`config.mk`:
```
export PLATFORM = sky130hd
export DESIGN_NAME = cpmc_panel_ctrl
export DESIGN_NICKNAME = d
export VERILOG_FILES = /design/src/core/cpmc_setup_mem.v /design/src/core/cpmc_panel_ctrl.v
export VERILOG_INCLUDE_DIRS = /design/src /design/src/core
export SDC_FILE = /design/constraint.sdc
export NUM_CORES = 1
export LEC_CHECK = 0
export BUFFER_PORTS_ARGS = -buffer_cell sky130_fd_sc_hd__buf_2
export CAP_MARGIN = 0
export CELL_PAD_IN_SITES_DETAIL_PLACEMENT = 0
export CELL_PAD_IN_SITES_GLOBAL_PLACEMENT = 1
export CORE_UTILIZATION = 30
export DETAILED_ROUTE_END_ITERATION = 12
export MAX_ROUTING_LAYER = met4
export PLACE_DENSITY = 0.58
export SETUP_SLACK_MARGIN = 0.15
export SLEW_MARGIN = 20
export SYNTH_ARGS = -nofsm -noshare
export SYNTH_HDL_FRONTEND = slang
export SYNTH_SLANG_ARGS = --single-unit
```
`constraint.sdc`:
```
create_clock -name pclk -period 6.7 [get_ports pclk]
set_clock_uncertainty 0.15 [all_clocks]
set_input_delay 0.67 -clock pclk [delete_from_list [all_inputs] [get_ports pclk]]
set_output_delay 0.67 -clock pclk [all_outputs]
set_load 0.03 [all_outputs]
```
`src/core/cpmc_regs.vh`:
```
// Constants for the counter panel mode controller: APB offsets, fields, resets, timing.
// Assumes inclusion by bare name from design files under core/.
`ifndef CPMC_REGS_VH
`define CPMC_REGS_VH
// ***************************************************************
// Register offsets (byte addresses)
// ***************************************************************
`define CPMC_OFF_KEY      12'h000
`define CPMC_OFF_STATUS   12'h004
`define CPMC_OFF_FUNC     12'h008
`define CPMC_OFF_CTRL     12'h00C
`define CPMC_OFF_TOTAL    12'h010
`define CPMC_OFF_ADDR     12'h014
`define CPMC_OFF_SETUP    12'h018
`define CPMC_OFF_EVENT    12'h01C
// ***************************************************************
// Key codes (KEY register bits 4:0)
// ***************************************************************
`define CPMC_KEY_DIGIT0   5'h00
`define CPMC_KEY_DIGIT9   5'h09
`define CPMC_KEY_POINT    5'h0A
`define CPMC_KEY_SIGN     5'h0B
`define CPMC_KEY_RECALL   5'h10
`define CPMC_KEY_STORE    5'h11
`define CPMC_KEY_LOCAL    5'h12
`define CPMC_KEY_RESET    5'h13
`define CPMC_KEY_INPUT    5'h14
`define CPMC_KEY_GATE     5'h15
`define CPMC_KEY_FUNC0    5'h18
`define CPMC_KEY_FUNC7    5'h1F
// ***************************************************************
// Function indices (one-hot position)
// ***************************************************************
`define CPMC_FN_FREQ1     3'h0
`define CPMC_FN_PERIOD    3'h1
`define CPMC_FN_RATIO     3'h2
`define CPMC_FN_PWIDTH    3'h3
`define CPMC_FN_FREQ2     3'h4
`define CPMC_FN_TI        3'h5
`define CPMC_FN_RISEFALL  3'h6
`define CPMC_FN_TIDELAY   3'h7
`define CPMC_FN_FREQ3     3'h7
// ***************************************************************
// Modes
// ***************************************************************
`define CPMC_MODE_MEAS    2'h0
`define CPMC_MODE_RECALL  2'h1
`define CPMC_MODE_ADDR    2'h2
`define CPMC_MODE_LEVEL   2'h3
// ***************************************************************
// Reset values and fields
// ***************************************************************
`define CPMC_RST_FUNC     8'h01
`define CPMC_RST_GATE_MS  17'h0012C
`define CPMC_RST_ADDR     5'h03
`define CPMC_ERR_CODE     8'h20
`define CPMC_PRESCALE     5'h14
`define CPMC_LVL_PW       7'h32
`define CPMC_LVL_LO       7'h0A
`define CPMC_LVL_HI       7'h5A
// Cycles per millisecond at 50 MHz
`define CPMC_CLK_HZ       50000000
`define CPMC_MS_CYCLES    (`CPMC_CLK_HZ / 1000)
`endif

```
`src/core/cpmc_setup_mem.v`:
```
// Setup memory: ten stored panel setups, one word each.
// Assumes writes come from the controller in the pclk domain.
`timescale 1ns/100ps
module cpmc_setup_mem #(
  parameter DEPTH = 10,
  parameter WIDTH = 32
) (
  // Clock
  input  wire             pclk,
  // Write port
  input  wire             wr_en,
  input  wire [3:0]       wr_idx,
  input  wire [WIDTH-1:0] wr_data,
  // Read port
  input  wire [3:0]       rd_idx,
  output wire [WIDTH-1:0] rd_data
);
  reg [WIDTH-1:0] mem_r [0:DEPTH-1];
  // Clocked write, not cleared at start of simulation; contents set only via writes
  always @(posedge pclk) begin
    if (wr_en && (wr_idx < DEPTH))
      mem_r[wr_idx] <= wr_data;
  end
  assign rd_data = (rd_idx < DEPTH) ? mem_r[rd_idx] : {WIDTH{1'b0}};
endmodule // cpmc_setup_mem

```
`src/core/cpmc_panel_ctrl.v`:
```
// Panel key interpreter for a universal counter, with APB register access.
// Assumes keys arrive as APB writes to KEY, one key per write, pclk at 50 MHz.
//
// Contract
// - Recall key enters recall entry, lights its indicator, flashes entry light.
// - In recall entry a digit loads that stored setup, then measuring resumes.
// - Loading a setup forces internal level control; knobs ignored until switched off.
// - Recall entry accepts recall, local and function/data keys; others show error 2.0.
// - Recall or local in recall entry leaves, restores mode, loads nothing.
// - Decimal point in recall entry shows bus address, enters address entry.
// - Address entry accepts store, recall, local, digits; local leaves address unchanged.
// - Sign key in recall entry shows level control setting; further presses toggle.
// - In level entry store commits shown value; local keeps previous value.
// - Level entry accepts store, recall, sign, local; others show error 2.0.
// - Function keys select one-hot functions; another function key, or a setup load with a nonzero function field copied as stored, replaces the active one.
// - Reset key starts new measurement, keeps function and all settings.
// - In recall entry function keys are ignored; in address and level entry they show error 2.0.
// - Power-up: channel-one frequency, 300 ms gate, auto trigger and attenuation on.
// - Period mode averages over as many periods as fit the gate time.
// - Ratio mode: gate time sets count of channel-two cycles accumulated.
// - Pulse width forces auto trigger at 50%; averaging adds digits.
// - Rise/fall forces common input and auto trigger at 10% and 90%.
// - Third-channel frequency is never selected (fn_f3 tied low): no divide by 20, channel one/two inputs stay on.
// - Delayed interval ignores stop events until gate delay expires.
// - Count begin counts channel-one events; reset or input key clears count.
// - Count hold freezes total; later count begin resumes from held total.
`timescale 1ns/100ps
`include "cpmc_regs.vh"
module cpmc_panel_ctrl (
  // Clock and reset
  input  wire        pclk,
  input  wire        presetn,
  // APB slave
  input  wire        psel,
  input  wire        penable,
  input  wire        pwrite,
  input  wire [11:0] paddr,
  input  wire [31:0] pwdata,
  output reg  [31:0] prdata,
  output wire        pready,
  output wire        pslverr,
  // Measurement engine events
  input  wire        ch1_event,
  input  wire        ch2_event,
  input  wire        start_event,
  input  wire        stop_event,
  // Measurement engine controls
  output reg         meas_restart_r,
  output reg         stop_enable_r,
  output reg  [31:0] periods_avg_r,
  output reg         ratio_done_r,
  output reg         interval_done_r,
  output wire        automatic_trigger,
  output wire        automatic_attenuation,
  output wire        common_input,
  output wire        ch12_input_off,
  output wire [4:0]  prescale_div,
  output wire [6:0]  trig_lo_pct,
  output wire [6:0]  trig_hi_pct,
  output wire        internal_level_control,
  output wire        extra_digits,
  // Panel indicators
  output wire        recall_lamp,
  output wire        entry_flash,
  output wire [7:0]  func_lamps,
  output wire [7:0]  error_code
);
  // ***************************************************************
  // State
  // ***************************************************************
  reg [1:0]  mode_r;
  reg [1:0]  saved_mode_r;
  reg [7:0]  func_r;
  reg [16:0] gate_ms_r;
  reg        automatic_trigger_r;
  reg        auto_att_r;
  reg        avg_r;
  reg        ilc_r;
  reg        ilc_shown_r;
  reg [4:0]  bus_addr_r;
  reg [4:0]  addr_edit_r;
  reg [7:0]  err_r;
  reg        counting_r;
  reg [31:0] total_r;
  reg [31:0] setup_data_r;
  reg [15:0] flash_div_r;
  reg        flash_r;
  reg [31:0] gate_cnt_r;
  reg [31:0] ratio_cnt_r;
  reg [31:0] ch1_acc_r;
  reg        ti_arm_r;
  // ***************************************************************
  // APB decode
  // ***************************************************************
  wire       wr  = psel & penable & pwrite;
  wire       key_wr = wr & (paddr == `CPMC_OFF_KEY);
  wire [4:0] key = pwdata[4:0];
  wire       is_digit = (key <= `CPMC_KEY_DIGIT9);
  wire       is_func  = (key >= `CPMC_KEY_FUNC0);
  wire       mapped = (paddr == `CPMC_OFF_KEY) | (paddr == `CPMC_OFF_STATUS) |
                      (paddr == `CPMC_OFF_FUNC) | (paddr == `CPMC_OFF_CTRL) |
                      (paddr == `CPMC_OFF_TOTAL) | (paddr == `CPMC_OFF_ADDR) |
                      (paddr == `CPMC_OFF_SETUP) | (paddr == `CPMC_OFF_EVENT);
  assign pready  = 1'b1;
  assign pslverr = psel & penable & ~mapped;
  // Setup store port for stored panel setups
  wire        st_wr = wr & (paddr == `CPMC_OFF_SETUP);
  wire [31:0] mem_rd;
  cpmc_setup_mem #(.DEPTH(10), .WIDTH(32)) u_mem (
    .pclk    (pclk),
    .wr_en   (st_wr),
    .wr_idx  (pwdata[27:24]),
    .wr_data ({4'h0, 4'h0, pwdata[23:0]}),
    .rd_idx  (key[3:0]),
    .rd_data (mem_rd)
  );
  wire fn_pw = func_r[`CPMC_FN_PWIDTH];
  wire fn_rf = func_r[`CPMC_FN_RISEFALL];
  wire fn_f3 = 1'b0;
  wire gate_cycles_hit;
  // ***************************************************************
  // Key interpreter
  // ***************************************************************
  always @(posedge pclk or negedge presetn) begin
    if (!presetn) begin
      mode_r       <= `CPMC_MODE_MEAS;
      saved_mode_r <= `CPMC_MODE_MEAS;
      func_r       <= `CPMC_RST_FUNC;
      gate_ms_r    <= `CPMC_RST_GATE_MS;
      automatic_trigger_r  <= 1'b1;
      auto_att_r   <= 1'b1;
      avg_r        <= 1'b0;
      ilc_r        <= 1'b0;
      ilc_shown_r  <= 1'b0;
      bus_addr_r   <= `CPMC_RST_ADDR;
      addr_edit_r  <= `CPMC_RST_ADDR;
      err_r        <= 8'h00;
      meas_restart_r <= 1'b0;
    end else begin
      meas_restart_r <= 1'b0;
      if (wr && paddr == `CPMC_OFF_CTRL) begin
        gate_ms_r   <= pwdata[16:0];
        automatic_trigger_r <= pwdata[17];
        auto_att_r  <= pwdata[18];
        avg_r       <= pwdata[19];
      end
      if (key_wr) begin
        err_r <= 8'h00;
        case (mode_r)
          `CPMC_MODE_MEAS: begin
            if (key == `CPMC_KEY_RECALL) begin
              saved_mode_r <= mode_r;
              mode_r       <= `CPMC_MODE_RECALL;
            end else if (is_func) begin
              func_r <= 8'h01 << (key - `CPMC_KEY_FUNC0);
              meas_restart_r <= 1'b1;
            end else if (key == `CPMC_KEY_RESET) begin
              meas_restart_r <= 1'b1;
            end
          end
          `CPMC_MODE_RECALL: begin
            if (key == `CPMC_KEY_RECALL || key == `CPMC_KEY_LOCAL) begin
              mode_r <= saved_mode_r;
            end else if (is_digit) begin
              func_r      <= (mem_rd[7:0] == 8'h00) ? func_r : mem_rd[7:0];
              gate_ms_r   <= mem_rd[24:8];
              ilc_r       <= 1'b1;
              mode_r      <= saved_mode_r;
              meas_restart_r <= 1'b1;
            end else if (key == `CPMC_KEY_POINT) begin
              addr_edit_r <= bus_addr_r;
              mode_r      <= `CPMC_MODE_ADDR;
            end else if (key == `CPMC_KEY_SIGN) begin
              ilc_shown_r <= ilc_r;
              mode_r      <= `CPMC_MODE_LEVEL;
            end else if (!is_func) begin
              err_r <= `CPMC_ERR_CODE;
            end
          end
          `CPMC_MODE_ADDR: begin
            if (key == `CPMC_KEY_LOCAL || key == `CPMC_KEY_RECALL) begin
              mode_r <= saved_mode_r;
            end else if (key == `CPMC_KEY_STORE) begin
              bus_addr_r <= addr_edit_r;
              mode_r     <= saved_mode_r;
            end else if (is_digit) begin
              addr_edit_r <= (addr_edit_r * 5'h0A) + key;
            end else begin
              err_r <= `CPMC_ERR_CODE;
            end
          end
          `CPMC_MODE_LEVEL: begin
            if (key == `CPMC_KEY_SIGN) begin
              ilc_shown_r <= ~ilc_shown_r;
            end else if (key == `CPMC_KEY_STORE) begin
              ilc_r  <= ilc_shown_r;
              mode_r <= saved_mode_r;
            end else if (key == `CPMC_KEY_LOCAL || key == `CPMC_KEY_RECALL) begin
              mode_r <= saved_mode_r;
            end else begin
              err_r <= `CPMC_ERR_CODE;
            end
          end
          default: mode_r <= `CPMC_MODE_MEAS;
        endcase
      end
    end
  end
  // ***************************************************************
  // Totalizer
  // ***************************************************************
  wire in_meas = (mode_r == `CPMC_MODE_MEAS);
  wire clr_tot = key_wr & in_meas & ((key == `CPMC_KEY_RESET) | (key == `CPMC_KEY_INPUT));
  wire tot_go  = key_wr & in_meas & (key == `CPMC_KEY_FUNC0 + 5'h06);
  wire tot_hold = key_wr & in_meas & (key == `CPMC_KEY_FUNC0 + 5'h07);
  // Count begin / hold and clear of the running total
  always @(posedge pclk or negedge presetn) begin
    if (!presetn) begin
      total_r    <= 32'h0000_0000;
      counting_r <= 1'b0;
    end else begin
      if (tot_go)
        counting_r <= 1'b1;
      else if (tot_hold)
        counting_r <= 1'b0;
      if (clr_tot)
        total_r <= 32'h0000_0000;
      else if (counting_r && ch1_event)
        total_r <= total_r + 32'h0000_0001;
    end
  end
  // ***************************************************************
  // Gate timing: period averaging, ratio and delayed stop enable
  // ***************************************************************
  wire [31:0] gate_cycles = gate_ms_r * `CPMC_MS_CYCLES;
  assign gate_cycles_hit = (gate_cnt_r >= gate_cycles);
  always @(posedge pclk or negedge presetn) begin
    if (!presetn) begin
      gate_cnt_r      <= 32'h0000_0000;
      ratio_cnt_r     <= 32'h0000_0000;
      ch1_acc_r       <= 32'h0000_0000;
      periods_avg_r   <= 32'h0000_0000;
      ratio_done_r    <= 1'b0;
      interval_done_r <= 1'b0;
      stop_enable_r   <= 1'b0;
      ti_arm_r        <= 1'b0;
    end else begin
      ratio_done_r    <= 1'b0;
      interval_done_r <= 1'b0;
      if (meas_restart_r) begin
        gate_cnt_r  <= 32'h0000_0000;
        ratio_cnt_r <= 32'h0000_0000;
        ch1_acc_r   <= 32'h0000_0000;
        ti_arm_r    <= 1'b0;
        stop_enable_r <= 1'b0;
      end else begin
        gate_cnt_r <= gate_cycles_hit ? 32'h0000_0000 : gate_cnt_r + 32'h0000_0001;
        // Periods counted within one gate
        if (func_r[`CPMC_FN_PERIOD]) begin
          if (gate_cycles_hit) begin
            periods_avg_r <= ch1_acc_r;
            ch1_acc_r     <= 32'h0000_0000;
          end else if (ch1_event)
            ch1_acc_r <= ch1_acc_r + 32'h0000_0001;
        end
        // Ratio closes after gate-time count of channel-two cycles
        if (func_r[`CPMC_FN_RATIO] && ch2_event) begin
          if (ratio_cnt_r + 32'h0000_0001 >= {15'h0000, gate_ms_r}) begin
            ratio_cnt_r  <= 32'h0000_0000;
            ratio_done_r <= 1'b1;
          end else
            ratio_cnt_r <= ratio_cnt_r + 32'h0000_0001;
        end
        // Delayed interval: stop disabled until delay elapses after start
        if (func_r[`CPMC_FN_TIDELAY]) begin
          if (start_event && !ti_arm_r) begin
            ti_arm_r      <= 1'b1;
            gate_cnt_r    <= 32'h0000_0000;
            stop_enable_r <= 1'b0;
          end else if (ti_arm_r && gate_cycles_hit)
            stop_enable_r <= 1'b1;
          if (ti_arm_r && stop_enable_r && stop_event) begin
            interval_done_r <= 1'b1;
            ti_arm_r        <= 1'b0;
            stop_enable_r   <= 1'b0;
          end
        end else
          stop_enable_r <= 1'b1;
      end
    end
  end
  // ***************************************************************
  // Entry light flasher
  // ***************************************************************
  always @(posedge pclk or negedge presetn) begin
    if (!presetn) begin
      flash_div_r <= 16'h0000;
      flash_r     <= 1'b0;
    end else begin
      flash_div_r <= flash_div_r + 16'h0001;
      if (flash_div_r == 16'hFFFF)
        flash_r <= ~flash_r;
    end
  end
  // ***************************************************************
  // Forced settings and indicators
  // ***************************************************************
  assign automatic_trigger     = automatic_trigger_r | fn_pw | fn_rf;
  assign common_input          = fn_rf;
  assign trig_lo_pct           = fn_pw ? `CPMC_LVL_PW : (fn_rf ? `CPMC_LVL_LO : 7'h00);
  assign trig_hi_pct           = fn_pw ? `CPMC_LVL_PW : (fn_rf ? `CPMC_LVL_HI : 7'h00);
  assign extra_digits          = fn_pw & avg_r;
  assign ch12_input_off        = fn_f3;
  assign prescale_div          = fn_f3 ? `CPMC_PRESCALE : 5'h01;
  assign automatic_attenuation = auto_att_r;
  assign internal_level_control = ilc_r;
  assign recall_lamp           = (mode_r == `CPMC_MODE_RECALL);
  assign entry_flash           = ~in_meas & flash_r;
  assign func_lamps            = func_r;
  assign error_code            = err_r;
  // ***************************************************************
  // APB read mux
  // ***************************************************************
  always @* begin
    case (paddr)
      `CPMC_OFF_STATUS: prdata = {16'h0000, err_r, 2'b00, ilc_shown_r, ilc_r,
                                  counting_r, 1'b0, mode_r};
      `CPMC_OFF_FUNC:   prdata = {24'h000000, func_r};
      `CPMC_OFF_CTRL:   prdata = {12'h000, avg_r, auto_att_r, automatic_trigger_r, gate_ms_r};
      `CPMC_OFF_TOTAL:  prdata = total_r;
      `CPMC_OFF_ADDR:   prdata = {22'h000000, addr_edit_r, bus_addr_r};
      `CPMC_OFF_EVENT:  prdata = periods_avg_r;
      default:          prdata = 32'h0000_0000;
    endcase
  end
endmodule // cpmc_panel_ctrl

```
==> metrics.txt <==
Post-Synth Adder-Cell Area 0.114; die width just under 300 µm; CTS Buffer Depth 3; Vias 18000; synth-to-layout area growth 21.6%; initial antenna violation count 4; commonest non-fill, non-tap cell in the layout edfxtp_1; Post-synth ARST share 0.487; Row Count roughly 110; first-pass GRT wire length between 100000 and 150000 µm; PortBufs 142; Die ar. 87100 µm²; Final Hold Vio Count 0; DRT Pass-1 Iters 5; GR Overflow Total 0; commonest non-fill, non-tap cells in the layout edfxtp_1, nand2_1, dfrtp_1, inv_1, ha_1; Hold Slack 0.194 ns; Worst Path Max Fanout 7; CTS sink count approximately 470; DRT iter0 DRCs 1286; Routed Antenna Nets 0; post-synth cell types 75; slowest stage delay, CP 0.63 ns; Syn. warnings 0; Worst Hold Class in -> reg; status completed; RSZ-0062 raised after global routing true; Pins Over Slew Limit 0; Relative slew margins 0.277; Mapped Area roughly 26000 µm²; end of the critical path ch1_acc_r[13]; worst r2r dst ch1_acc_r[13]; I/O pin count ~170; DR vias/cell a little under 5; Worst R2R Start gate_ms_r[2]; CTS tree yes; startpoint types flop; Fmax achieved around 0.15 GHz; share of layout cells above drive strength 1 0.252; Tmin final 6.61 ns; Critical Path AT 6.95 ns; FF+latch count, synth roughly 470; post-placement cell count between 3000 and 4000; predominant post-synthesis flop cell edfxtp_1; NumNets Final 2742; CTS root buf clkbuf_16; CP most frequent cell ha_4; Total GRT Usage 0.170; Crit. End Element flop; Critical Path Source gate_ms_r[2]; Mapped Cells about 2200; Post-synth EDFFs 240; PnR worst setup slack between 0.08 and 0.09 ns; max-cap violations 0; worst-skew pair later-pin latency 0.62 ns; synthesized-area fraction occupied by and/or/nand/nor cells 0.122; CTS Buf Count 53; GP Congestion 0.842; sequential area share after synthesis 0.502; WP data required 7.03 ns; TNS Setup 0 ns; CTS HTree Levels 2; clk slew on worst S/H paths 0.06 ns; final instance area roughly 31000 µm²; residual DRC count 0; fin cells 3668; Crit Path Class reg -> reg; fin crit share 0.987; # setup viols final 0; dpl ws -0.449 ns; largest family of logic cells by synthesized area simple AND/OR/NAND/NOR gates; Post-DP Area 28500 µm²; Tightest Pin Transition 1.08 ns; vias in the first global route 18100; r2r setup slk 0.09 ns; post-synthesis mux area share 0.0836; Die Height ~300 µm; core area ~85000 µm²; VDD IR max 235 µV; drt total wl 72100 µm; critical path's slowest cell dfstp_2; PwrDens 201 nW/µm²; dpl hpwl ~50000 µm; routed len/inst 19.6 µm; R2R cell count 29; Post-Synth XOR/XNOR Area 0.0428; pin count of the biggest net entering global routing 84; Leakage Power 0.0134 µW; Syn Area/Cell 11.6 µm²; Starting Density 0.303; compound-cell area share of the yosys netlist 0.0898
[synthesized netlist by cell type, drive strengths merged, types with 5 or more instances]
| library cell | number | area share |
|---|---|---|
| edfxtp | 240 | 0.28 |
| o21a | 9 | 0.0026 |
| o21ai | 55 | 0.011 |
| a21oi | 67 | 0.013 |
| or2 | 6 | 0.0015 |
| dfrtp | 217 | 0.21 |
| a31oi | 12 | 0.0029 |
| o22ai | 23 | 0.0080 |
| a2bb2oi | 12 | 0.0041 |
| a22oi | 28 | 0.0082 |
| buf | 56 | 0.014 |
| a222oi | 12 | 0.0047 |
| mux2 | 57 | 0.025 |
| and4 | 14 | 0.0048 |
| nand2b | 10 | 0.0024 |
| and2 | 22 | 0.0053 |
| o21bai | 7 | 0.0020 |
| nand2 | 229 | 0.033 |
| dfstp | 11 | 0.011 |
| nor2b | 10 | 0.0024 |
| mux2i | 43 | 0.017 |
| a22o | 20 | 0.0068 |
| and3 | 27 | 0.0066 |
| nand3 | 76 | 0.015 |
| xnor2 | 72 | 0.024 |
| mux4 | 48 | 0.042 |
| o31ai | 19 | 0.0055 |
| fa | 43 | 0.033 |
| nor4 | 12 | 0.0040 |
| or3 | 14 | 0.0034 |
| nor2 | 165 | 0.024 |
| ha | 165 | 0.080 |
| inv | 175 | 0.025 |
| a21o | 19 | 0.0055 |
| a221o | 6 | 0.0023 |
| clkbuf | 48 | 0.0070 |
| nor3 | 32 | 0.0068 |
| nand3b | 5 | 0.0015 |
| nand4 | 39 | 0.0095 |
| xor2 | 54 | 0.018 |
[registers in the layout, indices dropped and copies added (netlist names), 8 cells and up]
signal,cells
periods_avg_r,32
ratio_cnt_r,32
flash_div_r,16
gate_cnt_r,32
ch1_acc_r,32
u_mem.mem_r,240
total_r,32
func_lamps,8
gate_ms_r,17
[layer usage]
| metal | part of all wire | global-route usage | wire (µm) |
|---|---|---|---|
| met1 | 0.46 | 0.229 | 33100 |
| met2 | 0.48 | 0.271 | 34600 |
| met3 | 0.039 | 0.0214 | 2800 |
| met4 | 0.021 | 0.0394 | 1510 |
| met5 | 0 | - | 0 |
[power by group]
group          switching (µW)  internal, µW  leakage [µW]  total (µW)
Sequential               2.59          3030       0.00520        3030
Clock                    1230          1720      0.000855        2960
Combinational             197           107       0.00738         304
[metrics by stage]
stage,power [µW],utilization
floorplan,3230,-
global placement,3350,0.334
detailed placement,3350,0.334
CTS,6330,0.361
global route,6500,0.368
finish,6290,0.368
[cells by family after synthesis]
group | Yosys count
multiplexers | 148
adder cells (fa/ha/maj) | 208
buffers and inverters | 281
other | 2
XOR/XNOR | 126
AND/OR/NAND/NOR | 666
flip-flops | 468
AO/OA/AOI/OAI | 327
[layout make-up]
class,instances,area [µm²]
Fill cell,8484,53800
Sequential cell,468,12900
Multi-Input combinational cell,1494,12500
Timing Repair Buffer,287,2020
Clock buffer,73,1460
Tap cell,1144,1430
Inverter,177,664
Clock inverter,24,303
Antenna cell,1,2.50
[worst min path at each step]
| stage | start | endpoint | slack, ns | depth (start not counted) |
|---|---|---|---|---|
| 2_1_floorplan | presetn | addr_edit_r[2] | 0.22 | 0 |
| 3_3_place_gp | flash_div_r[5] | flash_div_r[5] | 0.30 | 1 |
| 3_5_place_dp | flash_div_r[5] | flash_div_r[5] | 0.31 | 1 |
| 4_1_cts | pwdata[23] | u_mem.mem_r[5][23] | 0.17 | 1 |
| 5_1_grt | stop_event | interval_done_r | 0.19 | 3 |
| 6_report | pwdata[23] | u_mem.mem_r[5][23] | 0.19 | 1 |
[worst max-delay path, delay by kind of cell (launching register included)]
| kind | cells | cell delay, ns |
|---|---|---|
| buffers and inverters | 6 | 0.67 |
| AND/OR/NAND/NOR | 7 | 0.99 |
| adder cells (fa/ha/maj) | 7 | 2.51 |
| flip-flops | 1 | 0.63 |
| AO/OA/AOI/OAI | 7 | 1.22 |
| XOR/XNOR | 2 | 0.30 |
[timing repair]
action,in CTS,in global routing
gates resized for setup,56,118
pin swaps,19,62
buffers inserted,15,7
hold endpoints to repair,80,0
hold buffers,1,0
cloned,1,4
setup endpoints to repair,97,97
No activity file was read; power rests on OpenSTA's default activity.
